`src/logic/shift_unit_defs.vh`:
```
// Constants for the static shift unit
`ifndef SHIFT_UNIT_DEFS_VH
`define SHIFT_UNIT_DEFS_VH
// Register byte offsets
`define REG_CTRL 8'h00
`define REG_STATUS 8'h04
`define REG_OPCODE 8'h08
`define REG_IMMED 8'h0c
`define REG_OPHI 8'h10
`define REG_OPLO 8'h14
`define REG_FLAGSIN 8'h18
`define REG_RESHI 8'h1c
`define REG_RESLO 8'h20
`define REG_FLAGSOUT 8'h24
// Control and status bits
`define CTRL_START 0
`define CTRL_CLRDONE 1
`define STAT_BUSY 0
`define STAT_DONE 1
`define STAT_BADOP 2
// Flag positions in the flag byte
`define FLAG_C 7
`define FLAG_Z 6
`define FLAG_S 5
`define FLAG_V 4
`define FLAG_D 3
`define FLAG_H 2
`define FLAGS_RESET 8'h00
// Opcode fields
`define OPC_WORD_LONG 8'hb3
`define OPC_BYTE 8'hb2
`define FN_LOGIC_BW 4'h1
`define FN_LOGIC_L 4'h5
`define FN_ARITH_BW 4'h9
`define FN_ARITH_L 4'hd
// Operation codes
`define OP_LEFT 2'h0
`define OP_RIGHT_SIGNED 2'h1
`define OP_RIGHT_UNSIGNED 2'h2
// Operand sizes
`define SIZE_BYTE 2'h0
`define SIZE_WORD 2'h1
`define SIZE_LONG 2'h2
// Timing in processor cycles, one clk_sys cycle each
`define BASE_CYCLES 13
`define STEP_CYCLES 3
`define TAIL_CYCLES 3
`define LEAD_CYCLES (`BASE_CYCLES - `TAIL_CYCLES)
`endif

```
`src/logic/shift_decode.v`:
```
// Instruction decoder for the static shifts
`timescale 1ns/10ps
`default_nettype none
`include "shift_unit_defs.vh"
module shift_decode (
	input wire [15:0] opWord,
	input wire [15:0] immWord,
	output reg valid,
	output reg [1:0] op,
	output reg [1:0] size,
	output reg [5:0] count
);
	reg [15:0] negImm;
	reg negative;
	reg [15:0] mag;
	always @* begin
		valid = 1'b1;
		op = `OP_LEFT;
		size = `SIZE_WORD;
		negImm = 16'h0000;
		// byte counts are the low 8 bits
		if (opWord[15:8] == `OPC_BYTE) begin
			negImm = {8'h00, 8'h00 - immWord[7:0]};
			negative = immWord[7];
		end else begin
			negImm = 16'h0000 - immWord;
			negative = immWord[15];
		end
		case ({opWord[15:8], opWord[3:0]})
			{`OPC_BYTE, `FN_LOGIC_BW}: size = `SIZE_BYTE;
			{`OPC_BYTE, `FN_ARITH_BW}: size = `SIZE_BYTE;
			{`OPC_WORD_LONG, `FN_LOGIC_BW}: size = `SIZE_WORD;
			{`OPC_WORD_LONG, `FN_ARITH_BW}: size = `SIZE_WORD;
			{`OPC_WORD_LONG, `FN_LOGIC_L}: size = `SIZE_LONG;
			{`OPC_WORD_LONG, `FN_ARITH_L}: size = `SIZE_LONG;
			default: valid = 1'b0;
		endcase
		// arithmetic nibble means right signed, count negated
		if (opWord[3]) begin
			op = `OP_RIGHT_SIGNED;
			mag = negImm;
		// logical nibble with a negative count is a right shift
		end else if (negative) begin
			op = `OP_RIGHT_UNSIGNED;
			mag = negImm;
		end else begin
			mag = (size == `SIZE_BYTE) ? {8'h00, immWord[7:0]} : immWord;
		end
		// out of range counts keep only the low bits
		count = mag[5:0];
	end
endmodule
`default_nettype wire

```
`src/logic/shift_step.v`:
```
// One bit position of a static shift
`timescale 1ns/10ps
`default_nettype none
`include "shift_unit_defs.vh"
module shift_step (
	input wire [31:0] value,
	input wire [1:0] op,
	input wire [1:0] size,
	output reg [31:0] nextValue,
	output reg carryOut
);
	reg [4:0] msb;
	reg [31:0] mask;
	always @* begin
		msb = (size == `SIZE_BYTE) ? 5'd7 : (size == `SIZE_WORD) ? 5'd15 : 5'd31;
		mask = (size == `SIZE_BYTE) ? 32'h000000ff :
			(size == `SIZE_WORD) ? 32'h0000ffff : 32'hffffffff;
		if (op == `OP_LEFT) begin
			// zero in at bit 0, carry from msb
			carryOut = value[msb];
			nextValue = (value << 1) & mask;
		end else begin
			// carry from bit 0, fill msb
			carryOut = value[0];
			nextValue = value >> 1;
			nextValue[msb] = (op == `OP_RIGHT_SIGNED) ? value[msb] : 1'b0;
		end
	end
endmodule
`default_nettype wire

```
`src/logic/static_shift_unit.v`:
```
// Static shift unit with a classic Wishbone register slave
//
// Our own choices: the address map and the Wishbone register port.
`timescale 1ns/10ps
`default_nettype none
`include "shift_unit_defs.vh"
module static_shift_unit (
	input wire clk_sys,
	input wire sys_rst,
	input wire cyc_i,
	input wire stb_i,
	input wire we_i,
	input wire [31:0] adr_i,
	input wire [31:0] dat_i,
	input wire [3:0] sel_i,
	output reg [31:0] dat_o,
	output reg ack_o
);
	localparam IDLE = 2'd0;
	localparam LEAD = 2'd1;
	localparam SHIFT = 2'd2;
	localparam TAIL = 2'd3;
	// phase reload values, one less than each span
	localparam [3:0] LEAD_LOAD = `LEAD_CYCLES - 1;
	localparam [3:0] STEP_LOAD = `STEP_CYCLES - 1;
	localparam [3:0] TAIL_LOAD = `TAIL_CYCLES - 1;

	////////////////////////////////////////////////////////////////////////////////
	// Software visible registers
	reg [15:0] opWord;
	reg [15:0] immWord;
	reg [15:0] opHi;
	reg [15:0] opLo;
	reg [7:0] flagsIn;
	reg [15:0] resHi;
	reg [15:0] resLo;
	reg [7:0] flagsOut;
	reg done;
	reg badOp;

	// Engine state
	reg [1:0] state;
	reg [3:0] phase;
	reg [5:0] stepsLeft;
	reg zeroShift;
	reg [31:0] work;
	reg carry;
	reg [1:0] curOp;
	reg [1:0] curSize;

	wire decValid;
	wire [1:0] decOp;
	wire [1:0] decSize;
	wire [5:0] decCount;
	wire [31:0] stepValue;
	wire stepCarry;

	////////////////////////////////////////////////////////////////////////////////
	// Submodules
	shift_decode decoder (
		.opWord(opWord),
		.immWord(immWord),
		.valid(decValid),
		.op(decOp),
		.size(decSize),
		.count(decCount)
	);

	shift_step stepper (
		.value(work),
		.op(curOp),
		.size(curSize),
		.nextValue(stepValue),
		.carryOut(stepCarry)
	);

	////////////////////////////////////////////////////////////////////////////////
	// Bus decode
	wire [7:0] regAddr = {adr_i[7:2], 2'b00};
	wire mapped = (adr_i[31:8] == 24'h000000) && (regAddr <= `REG_FLAGSOUT);
	wire request = cyc_i & stb_i;
	wire writeNow = request & we_i & ack_o & mapped;
	wire busy = (state != IDLE);
	wire ctrlWrite = writeNow & (regAddr == `REG_CTRL) & sel_i[0];
	wire startReq = ctrlWrite & dat_i[`CTRL_START] & ~busy;
	wire clearDone = ctrlWrite & dat_i[`CTRL_CLRDONE];
	wire idleWrite = writeNow & ~busy;

	// Byte lane merge for 16-bit registers
	function [15:0] laneMerge;
		input [15:0] old;
		input [15:0] data;
		input [1:0] sel;
		begin
			laneMerge = {sel[1] ? data[15:8] : old[15:8], sel[0] ? data[7:0] : old[7:0]};
		end
	endfunction

	// Status word built from the bit positions
	reg [31:0] statusWord;
	always @* begin
		statusWord = 32'h00000000;
		statusWord[`STAT_BUSY] = busy;
		statusWord[`STAT_DONE] = done;
		statusWord[`STAT_BADOP] = badOp;
	end

	// Read data for the addressed register, zero when unmapped
	reg [31:0] next_readData;
	always @* begin
		next_readData = 32'h00000000;
		if (mapped) begin
			case (regAddr)
				`REG_STATUS: next_readData = statusWord;
				`REG_OPCODE: next_readData = {16'h0000, opWord};
				`REG_IMMED: next_readData = {16'h0000, immWord};
				`REG_OPHI: next_readData = {16'h0000, opHi};
				`REG_OPLO: next_readData = {16'h0000, opLo};
				`REG_FLAGSIN: next_readData = {24'h000000, flagsIn};
				`REG_RESHI: next_readData = {16'h0000, resHi};
				`REG_RESLO: next_readData = {16'h0000, resLo};
				`REG_FLAGSOUT: next_readData = {24'h000000, flagsOut};
				default: next_readData = 32'h00000000;
			endcase
		end
	end

	////////////////////////////////////////////////////////////////////////////////
	// Wishbone answer: ack one cycle after the request, read data with it
	always @(posedge clk_sys) begin
		if (sys_rst) begin
			ack_o <= 1'b0;
			dat_o <= 32'h00000000;
		end else begin
			ack_o <= request & ~ack_o;
			if (request & ~ack_o) begin
				dat_o <= next_readData;
			end
		end
	end

	////////////////////////////////////////////////////////////////////////////////
	// Operand and instruction registers, frozen while a shift runs
	always @(posedge clk_sys) begin
		if (sys_rst) begin
			opWord <= 16'h0000;
			immWord <= 16'h0000;
			opHi <= 16'h0000;
			opLo <= 16'h0000;
			flagsIn <= `FLAGS_RESET;
		end else if (idleWrite) begin
			case (regAddr)
				`REG_OPCODE: opWord <= laneMerge(opWord, dat_i[15:0], sel_i[1:0]);
				`REG_IMMED: immWord <= laneMerge(immWord, dat_i[15:0], sel_i[1:0]);
				`REG_OPHI: opHi <= laneMerge(opHi, dat_i[15:0], sel_i[1:0]);
				`REG_OPLO: opLo <= laneMerge(opLo, dat_i[15:0], sel_i[1:0]);
				`REG_FLAGSIN: begin
					if (sel_i[0]) begin
						flagsIn <= dat_i[7:0];
					end
				end
				default: ;
			endcase
		end
	end

	////////////////////////////////////////////////////////////////////////////////
	// Shift engine
	wire [31:0] loadValue = (decSize == `SIZE_LONG) ? {opHi, opLo} :
		(decSize == `SIZE_WORD) ? {16'h0000, opLo} : {24'h000000, opLo[7:0]};
	wire lastStep = (phase == 4'd0);
	wire [4:0] msbIdx = (curSize == `SIZE_BYTE) ? 5'd7 :
		(curSize == `SIZE_WORD) ? 5'd15 : 5'd31;
	reg [7:0] next_flags;

	// Final flags: Z, S and C from the shift, V cleared on signed right, the rest from flagsIn
	always @* begin
		next_flags = flagsIn;
		// zero and sign from the shifted value
		next_flags[`FLAG_Z] = (work == 32'h00000000);
		next_flags[`FLAG_S] = work[msbIdx];
		// carry is last bit out, kept on zero shift
		next_flags[`FLAG_C] = zeroShift ? flagsIn[`FLAG_C] : carry;
		case (curOp)
			`OP_RIGHT_SIGNED: next_flags[`FLAG_V] = 1'b0;
			default: next_flags[`FLAG_V] = flagsIn[`FLAG_V];
		endcase
	end

	reg [15:0] next_resHi;
	reg [15:0] next_resLo;

	// Result halves written back at the end of a shift
	always @* begin
		// upper half back to the even register
		next_resHi = opHi;
		if (curSize == `SIZE_LONG) begin
			next_resHi = work[31:16];
		end
		// Byte results keep the upper byte of the operand
		next_resLo = work[15:0];
		if (curSize == `SIZE_BYTE) begin
			next_resLo = {opLo[15:8], work[7:0]};
		end
	end

	// Sequencer: lead time, one slot per position, then the tail
	always @(posedge clk_sys) begin
		if (sys_rst) begin
			state <= IDLE;
			phase <= 4'd0;
			stepsLeft <= 6'd0;
			zeroShift <= 1'b0;
			work <= 32'h00000000;
			carry <= 1'b0;
			curOp <= `OP_LEFT;
			curSize <= `SIZE_WORD;
			resHi <= 16'h0000;
			resLo <= 16'h0000;
			flagsOut <= `FLAGS_RESET;
			done <= 1'b0;
			badOp <= 1'b0;
		end else begin
			if (clearDone) begin
				done <= 1'b0;
			end
			case (state)
				IDLE: begin
					if (startReq) begin
						badOp <= ~decValid;
						if (decValid) begin
							// pair joined as one 32-bit value for long; word takes opLo, byte only opLo[7:0], zero-extended
							work <= loadValue;
							curOp <= decOp;
							curSize <= decSize;
							carry <= 1'b0;
							zeroShift <= (decCount == 6'd0);
							// zero count timed as one step
							stepsLeft <= (decCount == 6'd0) ? 6'd1 : decCount;
							phase <= LEAD_LOAD;
							state <= LEAD;
						end
					end
				end
				LEAD: begin
					phase <= phase - 4'd1;
					if (lastStep) begin
						phase <= STEP_LOAD;
						state <= SHIFT;
					end
				end
				SHIFT: begin
					phase <= phase - 4'd1;
					if (lastStep) begin
						// zero count leaves the operand alone
						if (!zeroShift) begin
							work <= stepValue;
							carry <= stepCarry;
						end
						stepsLeft <= stepsLeft - 6'd1;
						if (stepsLeft == 6'd1) begin
							phase <= TAIL_LOAD;
							state <= TAIL;
						end else begin
							phase <= STEP_LOAD;
						end
					end
				end
				TAIL: begin
					phase <= phase - 4'd1;
					if (lastStep) begin
						resHi <= next_resHi;
						resLo <= next_resLo;
						flagsOut <= next_flags;
						done <= 1'b1;
						state <= IDLE;
					end
				end
				default: state <= IDLE;
			endcase
		end
	end
endmodule
`default_nettype wire

```
`config.mk`:
```
export PLATFORM = sky130hd
export DESIGN_NAME = static_shift_unit
export DESIGN_NICKNAME = d
export VERILOG_FILES = /design/src/logic/shift_decode.v /design/src/logic/shift_step.v /design/src/logic/static_shift_unit.v
export VERILOG_INCLUDE_DIRS = /design/src /design/src/logic
export SDC_FILE = /design/constraint.sdc
export NUM_CORES = 1
export LEC_CHECK = 0
export BUFFER_PORTS_ARGS = -buffer_cell sky130_fd_sc_hd__buf_2
export CAP_MARGIN = 25
export CORE_MARGIN = 4
export CORE_UTILIZATION = 53
export DETAILED_ROUTE_END_ITERATION = 16
export HOLD_SLACK_MARGIN = 0.05
export PLACE_DENSITY_LB_ADDON = 0.15
export SLEW_MARGIN = 20
export SYNTH_ARGS = -nofsm -noshare
export SYNTH_HDL_FRONTEND = slang
export SYNTH_HIERARCHICAL = 1
export SYNTH_SLANG_ARGS = --single-unit
```
`constraint.sdc`:
```
create_clock -name clk_sys -period 4.75 [get_ports clk_sys]
set_input_delay 0.2375 -clock clk_sys [delete_from_list [all_inputs] [get_ports clk_sys]]
set_output_delay 0.2375 -clock clk_sys [all_outputs]
set_load 0.05 [all_outputs]
```
==> results.ini <==
[power]
p_sw_uw=791.7
power_frac_seq=0.499
vdd_drop_max_mv=0.2347
pwr-share-comb=0.038
p_leak_uw=0.003837
p_clk_frac=0.463
p_int_uw=2247
switching_share=0.2606
power-per-cell-area_nw_per_um2=291.8
power_uw=3038

[die]
std_cell_rows=48
die_h_um=141.6
core_area_um2=17420
dieWidth_um=141.6
die_area_um2=20040
ioPinCount=106
start_util=0.5428

[synthesis]
syn_area_um2=9454
yosysSeqAreaShare=0.3833
ys_ff_latch=181
yosys_warnings=6
ys.flop_type=dfxtp_1
async_flop_share=0
synth_enable_flop_cells=0
syn-instance-count=1108
ys_top_cells_by_area=dfxtp_1, mux2i_1, nand2_1, nor2_1, nand3_1
synth_cell_type_count=68
synth.avg_cell_area_um2=8.533
yosys.area.top_type=dfxtp_1
synth_top_area_frac=0.3833

[timing]
timing.fmax_mhz=279.8
fin_crit_sh=0.7524
finalMaxSlewViolations=0
tightest_slew_ns=1.060
relSlewSlack=0.2927
finalSetupTns_ns=0
grt_setup_unrepaired=no
finalHoldViolCount=0
fin_crit_ns=3.574
hold_ws_ns=0.07947
skew_ns=0.009990
finalSetupViolations=0

[drt]
drc_errors=0
detail_route.wl_per_cell_um=20.27
drtIter0Drc=1102
wl_um=27640
vias=8511
avgViaCountPerCell=6.240
drt_pass1_iterations=6
ant_nets=0

[cells_and_area]
nFillCells=1609
multiInputGateArea_um2=5366
drive_gt1_frac=0.1326
nNetsFinal=1207
final_common_cell=dfxtp_1
final_cell_mix=dfxtp_1, nand2_1, nor2_1, mux2i_1, buf_2
area_delta_synth_final_pct=10.15
num_antenna_cells=0
ff_latch_area_um2=3623

[flow_run]
cap_violations=0

[clock_network]
cts_root_buffer=clkbuf_16
ctsHoldBuffers=0
cts_tree=built
cts_max_level=4
cts.clk_slew.worst_paths_ns=0.08
cts_buffers=17
cts_setup_buffers=0
clockBufferDepth=2
clk_latency_ns=0.44
cts_resized=0
cts.sinks=181

[grt]
antenna_found_initial=0
grt_pass1_wl_um=43400
grt_pass1_vias=7681
grt_usage=0.2716
grt_overflow=0
grt_max_degree=87

[setup_path]
worstSetupEndpointType=register
crit_fanout=32
timing.rr.end=work[21]$_SDFFE_PP0P_
critPathArrivalTime_ns=3.93
ff2ff_setup_slack_ns=1.18
crit_path_start_kind=register
crit_type=register to register
reg2reg_from=opWord[14]$_SDFFE_PP0P_
worstSetupEndpoint=work[21]$_SDFFE_PP0P_
required_ns=5.11
cp-startpoint=opWord[14]$_SDFFE_PP0P_
worstRegToRegCells=9

[hold_path]
hold_path.class=primary input to register

[run_status]
status=finished, final reports clean

[placement]
portBuffers=69
routabilityCongestion=0.8927
dp_hpwl_um=19200

worst min-delay path by stage:
stage,start,endpoint,slack [ns],depth (start not counted)
2_1_floorplan,dat_i[6],flagsIn[6]$_SDFFE_PP0P_,0.38,2
3_3_place_gp,resLo[7]$_SDFFE_PP0P_,resLo[7]$_SDFFE_PP0P_,0.44,2
3_5_place_dp,flagsOut[3]$_SDFFE_PP0P_,flagsOut[3]$_SDFFE_PP0P_,0.45,2
4_1_cts,stb_i,ack_o$_SDFF_PP0_,0.07,3
5_1_grt,dat_i[13],opLo[13]$_SDFFE_PP0P_,0.10,3
6_report,dat_i[15],opLo[15]$_SDFFE_PP0P_,0.08,3
cells in the mapped netlist, types with 4 or more instances:
cell / instances
a2111oi_0: 5
a211oi_1: 22
a21o_1: 24
a21oi_1: 58
a222oi_1: 21
a22o_1: 22
a22oi_1: 26
a311oi_1: 10
a31oi_1: 6
and2_1: 6
and3_1: 18
buf_1: 5
buf_2: 14
buf_4: 18
buf_6: 4
clkbuf_1: 59
dfxtp_1: 181
ha_1: 8
inv_1: 14
mux2i_1: 105
nand2_1: 136
nand2b_1: 4
nand3_1: 61
nand4_1: 7
nor2_1: 123
nor2b_1: 7
nor3_1: 11
nor3b_1: 6
nor4_1: 11
nor4_2: 7
nor4_4: 9
o211ai_1: 8
o21ai_0: 28
o21ai_1: 4
xor2_1: 6
cell families (layout without fill, tap and decap cells):
group	Yosys count	in the layout	synth area share
muxes	108	108	0.1147
buffers and inverters	115	131	0.05783
AOI/OAI and AO/OA	254	254	0.1898
DFF	181	181	0.3833
other	1	16	0.0003967
adders and majority gates	8	8	0.01059
xor gates and xnor gates	8	8	0.007412
and+or+nand+nor	433	433	0.2360
cell type report:
class                           instances  share of cell area
Tap cell                              225             0.02703
Multi-Input combinational cell        827              0.5153
Sequential cell                       181              0.3480
Inverter                               15            0.005407
Timing Repair Buffer                   84             0.04806
Clock inverter                         15             0.01538
Clock buffer                           17             0.04085
power groups by stage:
stage	combinational (uW)	clock, uW	sequential (uW)
2_1_floorplan	75.2	0	1550
3_3_place_gp	113	0	1550
3_5_place_dp	113	0	1550
4_1_cts	113	1410	1520
5_1_grt	123	1480	1520
6_report	116	1410	1520
flip-flops by register name, indices dropped and copies added, names as in the netlist, 2 cells and up:
signal / count
opHi: 16
state: 2
opLo: 16
opWord: 16
flagsOut: 8
phase: 4
resHi: 16
immWord: 16
flagsIn: 8
dat_o: 16
work: 32
resLo: 16
curOp: 2
curSize: 2
stepsLeft: 6
per-stage QoR:
step | utilization | cells | setup slack (ns) | cell area [um2]
finish | 0.5979 | 1364 | 1.176 | 10410
global route | 0.5979 | 1364 | 0.9707 | 10410
CTS | 0.5955 | 1362 | 1.186 | 10370
detailed placement | 0.5619 | 1330 | 1.235 | 9787
global placement | 0.5603 | 1329 | 1.214 | 9759
floorplan | - | 1123 | 2.136 | 9510
worst max-delay path, stage by stage (launching register included):
cell	delay (ns)
dfxtp_1	0.33
nand4b_1	0.24
nor3_1	0.33
a21boi_0	0.51
and2_1	0.20
nand4_1	0.26
or4b_2	1.02
buf_16	0.29
a21o_1	0.17
a21oi_1	0.13
metal layers:
metal	GRT usage	vias up	wire (um)	part of all wire
li1	-	4055	-	-
met1	0.4103	4086	12940	0.47
met2	0.3919	334	11800	0.43
met3	0.04853	36	2339	0.085
met4	0.08485	0	569	0.021
met5	0	-	0	0
No activity file was read; power rests on OpenSTA's default activity.
